===== src/hw/timed_io_pkg.sv =====
`default_nettype none
package timed_io_pkg;

   // ********************************************************************
   // Register map (byte addresses)
   // ********************************************************************
   localparam logic [7:0] OFS_CTRL = 8'h00;
   localparam logic [7:0] OFS_DATA = 8'h04;
   localparam logic [7:0] OFS_COND = 8'h08;
   localparam logic [7:0] OFS_TIME = 8'h0C;
   localparam logic [7:0] OFS_COUNT = 8'h10;
   localparam logic [7:0] OFS_STAMP = 8'h14;
   localparam logic [7:0] OFS_STATUS = 8'h18;
   localparam logic [7:0] OFS_CB_BASE = 8'h20;

   // ********************************************************************
   // Sizes, reset values and field positions
   // ********************************************************************
   localparam int unsigned NUM_CB = 6;
   localparam int unsigned CNT_W = 16;
   localparam int unsigned XFER_W = 32;
   localparam int unsigned DIV_W = 8;
   localparam int unsigned CTRL_W = 11;
   localparam int unsigned CB_CFG_W = 9;
   localparam logic [CTRL_W-1:0] CTRL_RST = 11'h000;
   localparam logic [2:0] CB_RESET = 3'h0;
   localparam logic [CB_CFG_W-1:0] CB_CFG_RST = 9'h000;
   localparam logic [CNT_W-1:0] CNT_RST = 16'h0000;
   localparam logic [CNT_W-1:0] CNT_MAX = 16'hFFFF;
   localparam logic [XFER_W-1:0] WORD_RST = 32'h0000_0000;
   localparam int unsigned ST_FULL_BIT = 0;
   localparam int unsigned ST_VALID_BIT = 1;
   localparam int unsigned ST_BUSY_BIT = 2;

   // ********************************************************************
   // Types
   // ********************************************************************
   typedef enum logic [1:0] {COND_NONE, COND_EQ, COND_NEQ} cond_e;
   typedef enum logic [1:0] {ST_IDLE, ST_ARM, ST_RUN} xfer_st_e;

   typedef struct packed {
      logic ready_out_en;
      logic ready_in_en;
      logic timed;
      cond_e cond;
      logic [2:0] clk_sel;
      logic open_drain;
      logic dir_out;
      logic enable;
   } ctrl_s;

   typedef struct packed {
      logic ext_src;
      logic [DIV_W-1:0] div;
   } cb_cfg_s;

endpackage
`default_nettype wire


===== src/hw/timed_io_port.sv =====
`default_nettype none
// Functional notes
// - Port width is 1, 4, 8, 16 or 32
// - All pins of one port share direction
// - Drive pins, or sample with optional condition
// - Each register access finishes without wait states
// - Open-collector: zero drives low, one floats
// - Data passes serdes plus transfer register
// - 16-bit counter schedules transfers, always readable
// - Counter captured as timestamp on transfer
// - Enabled link disables the port's pins
// - Narrower enabled port overrules shared pins
// - Unshared pins stay usable by wider port
// - Transfers always use full port width
// - Six clock blocks, block 0 reference
// - Blocks 1 to 5 programmable rate
// - Block may take 1-bit pin clock
// - Pin clock optionally divided
// - Ready-in accepted, ready-out generated with data
// - Reset attaches port to clock block 0
// - Pin events signalled to scheduler directly
module timed_io_port
   import timed_io_pkg::*;
#(
   parameter int unsigned PORT_W = 32
)
(
   // APB slave
   input wire logic pclk,
   input wire logic presetn,
   input wire logic psel,
   input wire logic penable,
   input wire logic pwrite,
   input wire logic [7:0] paddr,
   input wire logic [31:0] pwdata,
   output logic [31:0] prdata,
   output logic pready,
   output logic pslverr,
   // Port pins
   input wire logic [PORT_W-1:0] pin_in,
   output logic [PORT_W-1:0] pin_out,
   output logic [PORT_W-1:0] pin_oe_n,
   // Strobes and external clock pin
   input wire logic ext_clk_pin,
   input wire logic ready_in_strobe,
   output logic ready_out_strobe,
   // Pin sharing from the mux
   input wire logic link_en,
   input wire logic [PORT_W-1:0] narrow_owned,
   // Event scheduler
   output logic event_pulse
);

   localparam int unsigned BEATS = XFER_W / PORT_W;
   localparam logic [5:0] LAST_BEAT = 6'(BEATS - 1);

   // ********************************************************************
   // Input synchronisers
   // ********************************************************************
   logic [PORT_W-1:0] pin_s1_r;
   logic [PORT_W-1:0] pin_s2_r;
   logic rin_s1_r;
   logic rin_s2_r;
   logic ext_s1_r;
   logic ext_s2_r;
   logic ext_s3_r;
   logic ext_edge;

   always_ff @(posedge pclk or negedge presetn)
   begin
      if (!presetn)
      begin
         pin_s1_r <= '0;
         pin_s2_r <= '0;
         rin_s1_r <= 1'b0;
         rin_s2_r <= 1'b0;
         ext_s1_r <= 1'b0;
         ext_s2_r <= 1'b0;
         ext_s3_r <= 1'b0;
      end
      else
      begin
         pin_s1_r <= pin_in;
         pin_s2_r <= pin_s1_r;
         rin_s1_r <= ready_in_strobe;
         rin_s2_r <= rin_s1_r;
         ext_s1_r <= ext_clk_pin;
         ext_s2_r <= ext_s1_r;
         ext_s3_r <= ext_s2_r;
      end
   end

   assign ext_edge = ext_s2_r & ~ext_s3_r;

   // ********************************************************************
   // APB decode
   // ********************************************************************
   logic setup;
   logic access;
   logic wr_en;
   logic rd_en;
   logic hit_cb;
   logic hit;
   logic [2:0] cb_idx;
   logic pready_r;
   logic pslverr_r;
   logic [31:0] prdata_r;
   logic [31:0] rd_mux;

   assign setup = psel & ~penable;
   assign access = psel & penable & pready_r;
   assign wr_en = access & pwrite & ~pslverr_r;
   assign rd_en = access & ~pwrite & ~pslverr_r;
   assign cb_idx = paddr[4:2];
   assign hit_cb = (paddr[7:5] == OFS_CB_BASE[7:5]) && (paddr[1:0] == 2'b00)
      && (cb_idx != 3'h0) && (32'(cb_idx) < NUM_CB);
   assign hit = hit_cb || (paddr == OFS_CTRL) || (paddr == OFS_DATA)
      || (paddr == OFS_COND) || (paddr == OFS_TIME) || (paddr == OFS_COUNT)
      || (paddr == OFS_STAMP) || (paddr == OFS_STATUS);

   // ********************************************************************
   // Clock blocks
   // ********************************************************************
   logic [NUM_CB-1:0] tick;
   logic [CB_CFG_W-1:0] cb_rd [NUM_CB];

   assign tick[0] = 1'b1;
   assign cb_rd[0] = CB_CFG_RST;

   genvar gi;
   generate
      for (gi = 1; gi < NUM_CB; gi++)
      begin : g_cb
         cb_cfg_s cfg_r;
         logic [DIV_W-1:0] div_cnt_r;
         logic src;
         logic cfg_wr;

         assign cfg_wr = wr_en && hit_cb && (cb_idx == 3'(gi));
         assign src = cfg_r.ext_src ? ext_edge : 1'b1;
         assign tick[gi] = src && (div_cnt_r == cfg_r.div);
         assign cb_rd[gi] = cfg_r;

         always_ff @(posedge pclk or negedge presetn)
         begin
            if (!presetn)
            begin
               cfg_r <= CB_CFG_RST;
               div_cnt_r <= '0;
            end
            else if (cfg_wr)
            begin
               cfg_r <= cb_cfg_s'(pwdata[CB_CFG_W-1:0]);
               div_cnt_r <= '0;
            end
            else if (src)
            begin
               div_cnt_r <= tick[gi] ? '0 : div_cnt_r + 1'b1;
            end
         end
      end
   endgenerate

   // ********************************************************************
   // Control registers
   // ********************************************************************
   ctrl_s ctrl_r;
   logic [PORT_W-1:0] cond_r;
   logic [CNT_W-1:0] time_r;
   logic tick_sel;

   assign tick_sel = (32'(ctrl_r.clk_sel) < NUM_CB) ? tick[ctrl_r.clk_sel]
      : tick[0];

   always_ff @(posedge pclk or negedge presetn)
   begin
      if (!presetn)
      begin
         ctrl_r <= ctrl_s'(CTRL_RST);
         cond_r <= '0;
         time_r <= CNT_RST;
      end
      else if (wr_en)
      begin
         if (paddr == OFS_CTRL)
            ctrl_r <= ctrl_s'(pwdata[CTRL_W-1:0]);
         if (paddr == OFS_COND)
            cond_r <= pwdata[PORT_W-1:0];
         if (paddr == OFS_TIME)
            time_r <= pwdata[CNT_W-1:0];
      end
   end

   // ********************************************************************
   // Port counter
   // ********************************************************************
   logic [CNT_W-1:0] cnt_r;

   always_ff @(posedge pclk or negedge presetn)
   begin
      if (!presetn)
         cnt_r <= CNT_RST;
      else if (ctrl_r.enable && tick_sel)
         cnt_r <= cnt_r + 1'b1;
   end

   // ********************************************************************
   // Transfer engine
   // ********************************************************************
   xfer_st_e st_r;
   xfer_st_e st_nxt;
   logic [XFER_W-1:0] xfer_r;
   logic [XFER_W-1:0] shift_r;
   logic [5:0] beat_r;
   logic xfer_full_r;
   logic rx_valid_r;
   logic [CNT_W-1:0] stamp_r;
   logic time_ok;
   logic cond_ok;
   logic go;
   logic start;
   logic beat;
   logic last;
   logic out_beat;
   logic rx_done;
   logic data_wr;
   logic data_rd;
   logic [XFER_W+PORT_W-1:0] in_wide;
   logic [XFER_W+PORT_W-1:0] out_wide;

   assign data_wr = wr_en && (paddr == OFS_DATA) && ctrl_r.dir_out
      && !xfer_full_r;
   assign data_rd = rd_en && (paddr == OFS_DATA);
   assign time_ok = !ctrl_r.timed || (cnt_r == time_r);
   assign cond_ok = ctrl_r.dir_out || (ctrl_r.cond == COND_NONE)
      || ((ctrl_r.cond == COND_EQ) && (pin_s2_r == cond_r))
      || ((ctrl_r.cond == COND_NEQ) && (pin_s2_r != cond_r));
   assign go = tick_sel && time_ok && cond_ok;
   assign start = (st_r == ST_ARM) && go;
   assign beat = (st_r == ST_RUN) && tick_sel
      && (ctrl_r.dir_out || !ctrl_r.ready_in_en || rin_s2_r);
   assign last = beat && (beat_r == LAST_BEAT);
   assign out_beat = beat && ctrl_r.dir_out;
   assign rx_done = last && !ctrl_r.dir_out;
   assign in_wide = {pin_s2_r, shift_r};
   assign out_wide = {{PORT_W{1'b0}}, shift_r} >> PORT_W;

   always_comb
   begin
      st_nxt = st_r;
      case (st_r)
         ST_IDLE:
            if (ctrl_r.enable && (ctrl_r.dir_out ? xfer_full_r : !rx_valid_r))
               st_nxt = ST_ARM;
         ST_ARM:
            if (start)
               st_nxt = ST_RUN;
         ST_RUN:
            if (last)
               st_nxt = ST_IDLE;
         default:
            st_nxt = ST_IDLE;
      endcase
      if (!ctrl_r.enable)
         st_nxt = ST_IDLE;
   end

   always_ff @(posedge pclk or negedge presetn)
   begin
      if (!presetn)
      begin
         st_r <= ST_IDLE;
         shift_r <= WORD_RST;
         beat_r <= '0;
      end
      else
      begin
         st_r <= st_nxt;
         if (start)
         begin
            shift_r <= ctrl_r.dir_out ? xfer_r : WORD_RST;
            beat_r <= '0;
         end
         else if (beat)
         begin
            shift_r <= ctrl_r.dir_out ? out_wide[XFER_W-1:0]
               : in_wide[XFER_W+PORT_W-1:PORT_W];
            beat_r <= beat_r + 1'b1;
         end
      end
   end

   always_ff @(posedge pclk or negedge presetn)
   begin
      if (!presetn)
      begin
         xfer_r <= WORD_RST;
         xfer_full_r <= 1'b0;
         rx_valid_r <= 1'b0;
         stamp_r <= CNT_RST;
      end
      else
      begin
         if (data_wr)
         begin
            xfer_r <= pwdata;
            xfer_full_r <= 1'b1;
         end
         else if ((start && ctrl_r.dir_out) || !ctrl_r.enable)
            xfer_full_r <= 1'b0;
         if (rx_done)
         begin
            xfer_r <= in_wide[XFER_W+PORT_W-1:PORT_W];
            rx_valid_r <= 1'b1;
         end
         else if (data_rd || !ctrl_r.enable)
            rx_valid_r <= 1'b0;
         if (start)
            stamp_r <= cnt_r;
      end
   end

   // ********************************************************************
   // Pin drivers and strobes
   // ********************************************************************
   logic [PORT_W-1:0] data_r;
   logic [PORT_W-1:0] data_nxt;
   logic [PORT_W-1:0] drive_ok;
   logic [PORT_W-1:0] od_mask;
   logic [PORT_W-1:0] pin_out_r;
   logic [PORT_W-1:0] pin_oe_n_r;
   logic ready_out_r;
   logic event_r;

   assign data_nxt = out_beat ? shift_r[PORT_W-1:0] : data_r;
   assign drive_ok = {PORT_W{ctrl_r.enable && ctrl_r.dir_out && !link_en}}
      & ~narrow_owned;
   assign od_mask = {PORT_W{ctrl_r.open_drain}};

   always_ff @(posedge pclk or negedge presetn)
   begin
      if (!presetn)
      begin
         data_r <= '0;
         pin_out_r <= '0;
         pin_oe_n_r <= '1;
         ready_out_r <= 1'b0;
         event_r <= 1'b0;
      end
      else
      begin
         data_r <= data_nxt;
         pin_out_r <= data_nxt & ~od_mask;
         pin_oe_n_r <= ~(drive_ok & (~od_mask | ~data_nxt));
         if (tick_sel)
            ready_out_r <= out_beat && ctrl_r.ready_out_en;
         event_r <= rx_done
            || (start && !ctrl_r.dir_out && (ctrl_r.cond != COND_NONE));
      end
   end

   // ********************************************************************
   // APB read path
   // ********************************************************************
   always_comb
   begin
      rd_mux = 32'h0000_0000;
      if (hit_cb)
         rd_mux = 32'(cb_rd[cb_idx]);
      else if (paddr == OFS_CTRL)
         rd_mux = 32'(ctrl_r);
      else if (paddr == OFS_DATA)
         rd_mux = xfer_r;
      else if (paddr == OFS_COND)
         rd_mux = 32'(cond_r);
      else if (paddr == OFS_TIME)
         rd_mux = 32'(time_r);
      else if (paddr == OFS_COUNT)
         rd_mux = 32'(cnt_r);
      else if (paddr == OFS_STAMP)
         rd_mux = 32'(stamp_r);
      else if (paddr == OFS_STATUS)
         rd_mux = 32'({st_r != ST_IDLE, rx_valid_r, xfer_full_r});
   end

   always_ff @(posedge pclk or negedge presetn)
   begin
      if (!presetn)
      begin
         pready_r <= 1'b0;
         pslverr_r <= 1'b0;
         prdata_r <= 32'h0000_0000;
      end
      else
      begin
         pready_r <= setup;
         pslverr_r <= setup && !hit;
         if (setup && !pwrite)
            prdata_r <= rd_mux;
      end
   end

   assign prdata = prdata_r;
   assign pready = pready_r;
   assign pslverr = pslverr_r;
   assign pin_out = pin_out_r;
   assign pin_oe_n = pin_oe_n_r;
   assign ready_out_strobe = ready_out_r;
   assign event_pulse = event_r;

   // ********************************************************************
   // Assertions
   // ********************************************************************
   AST_ZERO_WAIT: assert property (@(posedge pclk) disable iff (!presetn)
      setup |=> pready) else $error("access phase not ready at once");
   AST_LINK_OFF: assert property (@(posedge pclk) disable iff (!presetn)
      link_en |=> (pin_oe_n == '1)) else $error("pin driven under link");
   AST_NARROW_WINS: assert property (@(posedge pclk) disable iff (!presetn)
      ##1 ((~pin_oe_n & $past(narrow_owned)) == '0))
      else $error("shared pin driven by wider port");
   AST_OD_LOW: assert property (@(posedge pclk) disable iff (!presetn)
      $past(ctrl_r.open_drain) |-> (pin_out == '0))
      else $error("open collector pin driven high");
   AST_INPUT_FLOAT: assert property (@(posedge pclk) disable iff (!presetn)
      !ctrl_r.dir_out |=> (pin_oe_n == '1)) else $error("input port drives");
   AST_CNT_WRAP: assert property (@(posedge pclk) disable iff (!presetn)
      (ctrl_r.enable && tick_sel && cnt_r == CNT_MAX) |=> (cnt_r == CNT_RST))
      else $error("counter did not wrap");
   AST_CNT_HOLD: assert property (@(posedge pclk) disable iff (!presetn)
      !tick_sel |=> $stable(cnt_r)) else $error("counter moved without tick");
   AST_STAMP: assert property (@(posedge pclk) disable iff (!presetn)
      start |=> (stamp_r == $past(cnt_r))) else $error("timestamp wrong");
   AST_EVENT: assert property (@(posedge pclk) disable iff (!presetn)
      rx_done |=> event_pulse ##1 !event_pulse)
      else $error("missing event pulse");
   AST_FULL_WORD: assert property (@(posedge pclk) disable iff (!presetn)
      (start && ctrl_r.enable) |=> (beat_r == 6'h00))
      else $error("beat count not reset at start");

endmodule
`default_nettype wire


===== config.mk =====
export PLATFORM = sky130hd
export DESIGN_NAME = timed_io_port
export DESIGN_NICKNAME = d
export VERILOG_FILES = /design/src/hw/timed_io_pkg.sv /design/src/hw/timed_io_port.sv
export SDC_FILE = /design/constraint.sdc
export NUM_CORES = 1
export LEC_CHECK = 0
export ABC_CLOCK_PERIOD_IN_PS = 2400
export BUFFER_PORTS_ARGS = -buffer_cell sky130_fd_sc_hd__clkbuf_2
export CAP_MARGIN = 25
export CORE_UTILIZATION = 51
export DETAILED_ROUTE_END_ITERATION = 10
export PLACE_DENSITY = 0.74
export SLEW_MARGIN = 5
export SYNTH_ARGS = -nofsm -noshare
export SYNTH_HDL_FRONTEND = slang
export SYNTH_SLANG_ARGS = --single-unit

===== constraint.sdc =====
create_clock -name pclk -period 2.4 [get_ports pclk]
set_clock_uncertainty 0.05 [all_clocks]
set_input_delay 0.36 -clock pclk [delete_from_list [all_inputs] [get_ports pclk]]
set_output_delay 0.36 -clock pclk [all_outputs]
set_load 0.005 [all_outputs]

# Yosys cells after proc, flatten, opt, wreduce, memory -nomap -nowiden
# Cells that the tools add are included.
# Widths: inputs -> output; s select.
word_totals:
  register_bits: 451
  in_bits: 112
  output_inout_bits: 100
  word_cells: 244
op_classes:
  addsub: 7
  n_lt_le_gt_ge: 4
  n_eq_ne: 27
  n_mux: 53
  n_bitwise: 21
  reduce_logical: 84
op_table:
  columns: ["op", "n"]
  rows:
  - ["$mux 32", 11]
  - ["$not 32->32", 4]
  - ["$mux 8", 15]
  - ["$and 32x32->32", 3]
  - ["$mux 16", 3]
  - ["$add 8x1->8 const B", 5]
  - ["$eq 8x8->1", 5]
  - ["$logic_and 1x1->1", 38]
  - ["$eq 32x32->1", 1]
  - ["$ne 32x32->1", 1]
  - ["$or 32x32->32", 1]
  - ["$bmux 9 s3", 1]
  - ["$eq 8x5->1 const B", 3]
  - ["$reduce_bool 2->1", 11]
  - ["$mux 9", 2]
  - ["$add 16x1->16 const B", 1]
  - ["$eq 16x16->1", 1]
  - ["$eq 8x4->1 const B", 2]
  - ["$logic_or 1x1->1", 16]
  - ["$mux 1", 12]
  - ["$mux 6", 2]
  - ["$logic_not 1->1", 9]
  - ["$ne 3x3->1 const B", 3]
  - ["$and 1x1->1", 8]
  - ["22 further kinds", 38]

# Logic depth before layout (Yosys ltp)
depth:
  depth_word: 15
  ltp_mapped: 11
  depth_no_buf: 7

# Worst setup path before layout
# OpenSTA, ideal clock, no wires.
synth_path:
  kind: "register to register"
  start: "reg g_cb[5].div_cnt_r[3]"
  end: "reg stamp_r[10]"
  setup_time_ns: 0.125
  t_arrival_ns: 2.468
  t_required_ns: 2.225
  slack_ns: -0.243
  stages_incl_launch_ff: 11
  path_buffers: 3
  period_less_slack_ns: 2.643
  cell_sequence: "dfrtp_1 xor2_1 nor4_2 nand4_2 a221oi_2 and3_1 buf_2 and2b_1 buf_4 buf_4 mux2_2"
synth_via:
  elab_chain_len: 8
synth_rtl:
  columns: ["item", "line_no", "source"]
  rows:
  - ["start: declaration", "timed_io_port.sv:135", "logic [DIV_W-1:0] div_cnt_r;"]
  - ["start signal: assignment", "timed_io_port.sv:158", "div_cnt_r <= tick[gi] ? '0 : div_cnt_r + 1'b1;"]
  - ["$eq 8x8->1", "timed_io_port.sv:141", "assign tick[gi] = src && (div_cnt_r == cfg_r.div);"]
  - ["$logic_and 1x1->1", "timed_io_port.sv:141", null]
  - ["$bmux 1 s3", "timed_io_port.sv:172", "assign tick_sel = (32'(ctrl_r.clk_sel) < NUM_CB) ? tick[ctrl_r.clk_sel]"]
  - ["$mux 1 (implied by the code)", "timed_io_port.sv:172", null]
  - ["$mux 1", "timed_io_port.sv:172", null]
  - ["$logic_and 1x1->1 (2 in series)", "timed_io_port.sv:238", "assign go = tick_sel && time_ok && cond_ok;"]
  - ["$logic_and 1x1->1", "timed_io_port.sv:239", "assign start = (st_r == ST_ARM) && go;"]
  - ["end signal: assignment", "timed_io_port.sv:319", "stamp_r <= cnt_r;"]
  - ["end: declaration", "timed_io_port.sv:217", "logic [CNT_W-1:0] stamp_r;"]
# No other way between the ends. The select of a mux whose other input is x is not followed.
# A chain may end at the register's enable or synchronous reset.

# Worst setup path in the final report
layout_path:
  start: "reg pin_s2_r[23]"
  end: "reg stamp_r[12]"
layout_via:
  elab_chain_len: 6
  elab_cells_between_ends: 8
  classes_between: "eq/ne (2); reduce/logical (6)"
layout_rtl:
  columns: ["item", "line_no", "source"]
  rows:
  - ["start: declaration", "timed_io_port.sv:61", "logic [PORT_W-1:0] pin_s2_r;"]
  - ["start signal: assignment", "timed_io_port.sv:84", "pin_s2_r <= pin_s1_r;"]
  - ["$eq 32x32->1", "timed_io_port.sv:236", "|| ((ctrl_r.cond == COND_EQ) && (pin_s2_r == cond_r))"]
  - ["$logic_and 1x1->1", "timed_io_port.sv:236", null]
  - ["$logic_or 1x1->1", "timed_io_port.sv:236", null]
  - ["$logic_or 1x1->1 *", "timed_io_port.sv:237", "|| ((ctrl_r.cond == COND_NEQ) && (pin_s2_r != cond_r));"]
  - ["$logic_and 1x1->1 *", "timed_io_port.sv:238", null]
  - ["$logic_and 1x1->1 *", "timed_io_port.sv:239", null]
# Mark *: on every way between the ends. The rest lies on a longest branch, timed or not.

==> impl_metrics.tcl <==
set metrics [dict create \
    status "complete, but fails checks" \
    violations "setup timing" \
    number_of_synthesized_flops_with_an_enable_pin 0 \
    port_buffers 211 \
    worst_slew_margin_rel_pct 53.8 \
    hp-class "in -> reg" \
    start_util_pct 51.6 \
    synth_compound_area_share_pct 12.2 \
    die_outline_height_um 197 \
    grtUsageTotal_pct 32.6 \
    numClockSinks 451 \
    place_congestion 0.938 \
    fin_worst_hold_slack_ps 17.2 \
    irDropWorstVdd_mv 0.644 \
    post_synth_and_or_nand_nor_area_fraction_pct 11.7 \
    detail_route.wirelength_um 66800 \
    area.growth.synth_to_final_pct 38.0 \
    final-hold-violation-count 0 \
    area_taken_by_multi_input_logic_gates_um2 8310 \
    path_delay_family "simple AND/OR/NAND/NOR gates" \
    io_pins 212 \
    h-tree-depth 2 \
    grt_setup_unrepaired "true" \
    utilization_pct 71.3 \
    cell_chain_critical_path "xnor2_1 > buf_4 > nand4_1 > nor4_1 > buf_4 > a21oi_1 > a41o_1 > and2b_4 > clkbuf_16 > mux2_4" \
    timing.critical_path.from "pin_s2_r[23]$_DFF_PN0_" \
    drt-wirelength-per-cell_um 24.3 \
    grt_overflow 0 \
    worst-path-max-fanout 7 \
    fill_cells 2363 \
    critical_path_required_ps 2820 \
    dominantRegCellSynth "sky130_fd_sc_hd__dfrtp_1" \
    largest_net_degree_at_the_start_of_global_routing 76 \
    max_freq_mhz 326 \
    max_stage_delay_on_crit_path_ps 520 \
    cts_tree "done" \
    min-delay-start "pwdata[14]" \
    via_count 16700 \
    ratio_of_total_power_to_cell_area_nw_per_um2 675 \
    die_extent_in_x_um 197 \
    mappedNetlistNets 1762 \
    final.min_clock_period_ps 3070 \
    clock_tree.buffer_depth 3 \
    dpl.hpwl_um 39800 \
    grt_first_pass_wirelength_um 95800 \
    floorplan.die_area_um2 38800 \
    firstDrtPassIters 9 \
    min_period_over_period_pct 128 \
    synth-warning-count 0 \
    regToRegSetupSlack_ps -670 \
    setup_slack_ps -667 \
    timing.critical_path.mode_cell "sky130_fd_sc_hd__buf_4" \
    drive_gt1_share_pct 39.3 \
    drt_first_iter_violations 1759 \
    report.final.setup_viol 201 \
    yosys_register_bits 451 \
    worst_path_max_delay_cell "sky130_fd_sc_hd__xnor2_1" \
    synth_adder_area_share_pct 0.516 \
    syn_avg_cell_area_um2 11.8 \
    seqCellArea_um2 11300 \
    timing.critical_path.from_type "flip-flop" \
    synth.area.mux_share_pct 8.79 \
    pre_cts_worst_setup_slack_ps -423 \
    worst-setup-path-type "reg -> reg" \
    synth_cell_types 60 \
    drc_errors 0 \
    crit_path_end_kind "flip-flop" \
    worst-r2r-cell-count 10 \
    portion_of_the_post_synthesis_area_used_by_sequential_elements_pct 58.4 \
    critical_path_arrival_ps 3490 \
    max_cap_viol_count 0 \
    combinational_family_with_the_most_area_after_synthesis "compound AO/OA/AOI/OAI gates" \
    antenna_diodes 0 \
    cts.root.buffer_cell "sky130_fd_sc_hd__clkbuf_16" \
    worstSetupEndpoint "stamp_r[12]$_DFFE_PN0N_" \
    antenna_violations_before_repair 0 \
    routed_via_count_divided_by_cell_count 6.08 \
    postRouteAntennaNets 0 \
    rr_endpoint "stamp_r[12]$_DFFE_PN0N_" \
    async_reset_ff_share_pct 100 \
    path_clk_slew_ps 60 \
    placement_rows 71 \
    netlist_area_um2 19400 \
    core_area_um2 37600 \
    crit-reg2reg-launch "pin_s2_r[23]$_DFF_PN0_" \
    total_leakage_power_uw 0.0134 \
    cp_bufs_invs 3 \
    grt_pass1_vias 16500 \
    synthCells 1642 \
    clk_latency_ps 600 \
    path_depth 10 \
    tightest_slew_ps 693 \
    maxSlewViolCount 0 \
    cts_inserted_buffers 47 \
    synth-xor-area-share_pct 6.14 \
    layout.nets 2323 \
]
-- synthesized netlist by cell type (4+ instances only) --
cell                          n  area share (%)
sky130_fd_sc_hd__a211o_1     33             1.5
sky130_fd_sc_hd__a21o_1      36             1.4
sky130_fd_sc_hd__a21oi_1     19            0.49
sky130_fd_sc_hd__a221oi_1     4            0.18
sky130_fd_sc_hd__a222oi_1     8            0.41
sky130_fd_sc_hd__a22o_1      34             1.5
sky130_fd_sc_hd__a22oi_1     70             2.7
sky130_fd_sc_hd__a31oi_1      8            0.26
sky130_fd_sc_hd__and3_1      15            0.48
sky130_fd_sc_hd__buf_1        5           0.097
sky130_fd_sc_hd__buf_2       13            0.34
sky130_fd_sc_hd__buf_4        5            0.19
sky130_fd_sc_hd__clkbuf_1    78             1.5
sky130_fd_sc_hd__dfrtp_1    419              54
sky130_fd_sc_hd__dfstp_2     32             4.3
sky130_fd_sc_hd__ha_1         8            0.52
sky130_fd_sc_hd__inv_1        8            0.15
sky130_fd_sc_hd__mux2_2     103             6.0
sky130_fd_sc_hd__mux2_4      29             2.2
sky130_fd_sc_hd__mux2i_1     11            0.57
sky130_fd_sc_hd__nand2_1    167             3.2
sky130_fd_sc_hd__nand2b_1    16            0.52
sky130_fd_sc_hd__nand3_1     75             1.9
sky130_fd_sc_hd__nand3b_1     4            0.15
sky130_fd_sc_hd__nand4_1     27            0.87
sky130_fd_sc_hd__nor2_1      73             1.4
sky130_fd_sc_hd__nor2b_1     40             1.3
sky130_fd_sc_hd__nor3_1      19            0.49
sky130_fd_sc_hd__nor4_1      11            0.35
sky130_fd_sc_hd__o2111ai_1    6            0.27
sky130_fd_sc_hd__o21ai_0     71             1.8
sky130_fd_sc_hd__o221ai_1    11            0.50
sky130_fd_sc_hd__o22ai_1      4            0.13
sky130_fd_sc_hd__o31ai_1      6            0.23
sky130_fd_sc_hd__xnor2_1     61             2.8
sky130_fd_sc_hd__xor2_1      75             3.4
-- worst register-to-register path, cell delays in order (launching register included) --
cell	delay (ps)
sky130_fd_sc_hd__dfrtp_1	470
sky130_fd_sc_hd__xnor2_1	520
sky130_fd_sc_hd__buf_4	220
sky130_fd_sc_hd__nand4_1	90
sky130_fd_sc_hd__nor4_1	250
sky130_fd_sc_hd__buf_4	190
sky130_fd_sc_hd__a21oi_1	70
sky130_fd_sc_hd__a41o_1	230
sky130_fd_sc_hd__and2b_4	340
sky130_fd_sc_hd__clkbuf_16	210
sky130_fd_sc_hd__mux2_4	310
-- per-layer routing --
metal	share of wire (%)	wire length [µm]	GRT usage, %	up-vias
li1	-	-	-	6996
met1	39	25900	43.8	8318
met2	46	30800	51.0	1118
met3	10	6870	6.54	279
met4	5.0	3340	15.1	0
met5	0	0	0	-
-- power breakdown --
part | internal (µW) | total, µW | switching [µW]
Clock | 4360 | 7530 | 3170
Combinational | 1120 | 2340 | 1220
Sequential | 7950 | 8210 | 263
Total | 13400 | 18100 | 4660
-- placed cells by master, fill, tap and decap left out, types with 27 or more instances in the layout --
| master | n |
|---|---|
| sky130_fd_sc_hd__clkbuf_2 | 210 |
| sky130_fd_sc_hd__a211o_1 | 33 |
| sky130_fd_sc_hd__clkbuf_16 | 51 |
| sky130_fd_sc_hd__a22oi_2 | 30 |
| sky130_fd_sc_hd__nor2b_1 | 39 |
| sky130_fd_sc_hd__nand2_1 | 165 |
| sky130_fd_sc_hd__o21ai_0 | 39 |
| sky130_fd_sc_hd__xor2_1 | 74 |
| sky130_fd_sc_hd__buf_4 | 256 |
| sky130_fd_sc_hd__nand4_1 | 27 |
| sky130_fd_sc_hd__nand3_1 | 70 |
| sky130_fd_sc_hd__mux2_4 | 45 |
| sky130_fd_sc_hd__dfstp_2 | 32 |
| sky130_fd_sc_hd__a21o_1 | 36 |
| sky130_fd_sc_hd__buf_6 | 27 |
| sky130_fd_sc_hd__dfrtp_1 | 418 |
| sky130_fd_sc_hd__a22oi_1 | 40 |
| sky130_fd_sc_hd__a22o_1 | 34 |
| sky130_fd_sc_hd__dlygate4sd3_1 | 80 |
| sky130_fd_sc_hd__nor2_1 | 62 |
| sky130_fd_sc_hd__xnor2_1 | 59 |
| sky130_fd_sc_hd__mux2_2 | 87 |
-- flip-flops by register name, summed over array words and instances (netlist names), 2 cells and up --
register and flops:
cb_rd 45, g_cb.div_cnt_r 40, cond_r 32, data_r 32
pin_oe_n 32, pin_out 32, pin_s1_r 32, pin_s2_r 32
prdata 32, shift_r 32, xfer_r 32, cnt_r 16
stamp_r 16, time_r 16, ctrl_r 11, beat_r 6
st_r 2
-- worst min path at each step --
| stage | endpoint | cells past startpoint |
|---|---|---|
| 3_5_place_dp | pin_s2_r[27]$_DFF_PN0_ | 0 |
| 2_1_floorplan | beat_r[0]$_DFFE_PN0P_ | 0 |
| 5_1_grt | cond_r[19]$_DFFE_PN0P_ | 2 |
| 3_3_place_gp | pin_s2_r[29]$_DFF_PN0_ | 0 |
| 4_1_cts | cond_r[19]$_DFFE_PN0P_ | 2 |
| 6_report | cond_r[14]$_DFFE_PN0P_ | 2 |
-- kinds of logic (layout without fill, tap and decap cells) --
kind of cell / count (synthesis) / in the layout
compound gates: 327 / 327
xor+xnor: 136 / 136
fa+ha+maj: 8 / 8
buf+inv: 110 / 707
flops: 451 / 451
mux: 143 / 143
simple gates: 467 / 467
-- cell type report --
class / count / share of cell area, %
Timing Repair Buffer: 614 / 18.3
Clock inverter: 22 / 0.902
Inverter: 8 / 0.112
Clock buffer: 63 / 4.99
Sequential cell: 451 / 42.3
Multi-Input combinational cell: 1081 / 31.0
Tap cell: 511 / 2.39
-- what timing repair did --
| item | in CTS | in global routing |
|---|---|---|
| gates resized for setup | 101 | 129 |
| setup endpoints to repair | 200 | 204 |
| gates cloned | 9 | 4 |
| hold endpoints to repair | 120 | 0 |
| pin swaps | 46 | 70 |
| hold buffers | 80 | 0 |
| setup buffers | 19 | 14 |
-- through the flow --
step | setup TNS, ps | instance area, µm² | instances | power, µW
finish | -65960 | 26800 | 2750 | 18100
global route | -82350 | 26800 | 2750 | 18700
CTS | -32410 | 26200 | 2737 | 18000
detailed placement | -47940 | 23000 | 2544 | 10500
global placement | -34440 | 23000 | 2544 | 10400
floorplan | -8300 | 19400 | 1642 | 9300
Note: power is estimated with default switching activity, not from simulation.
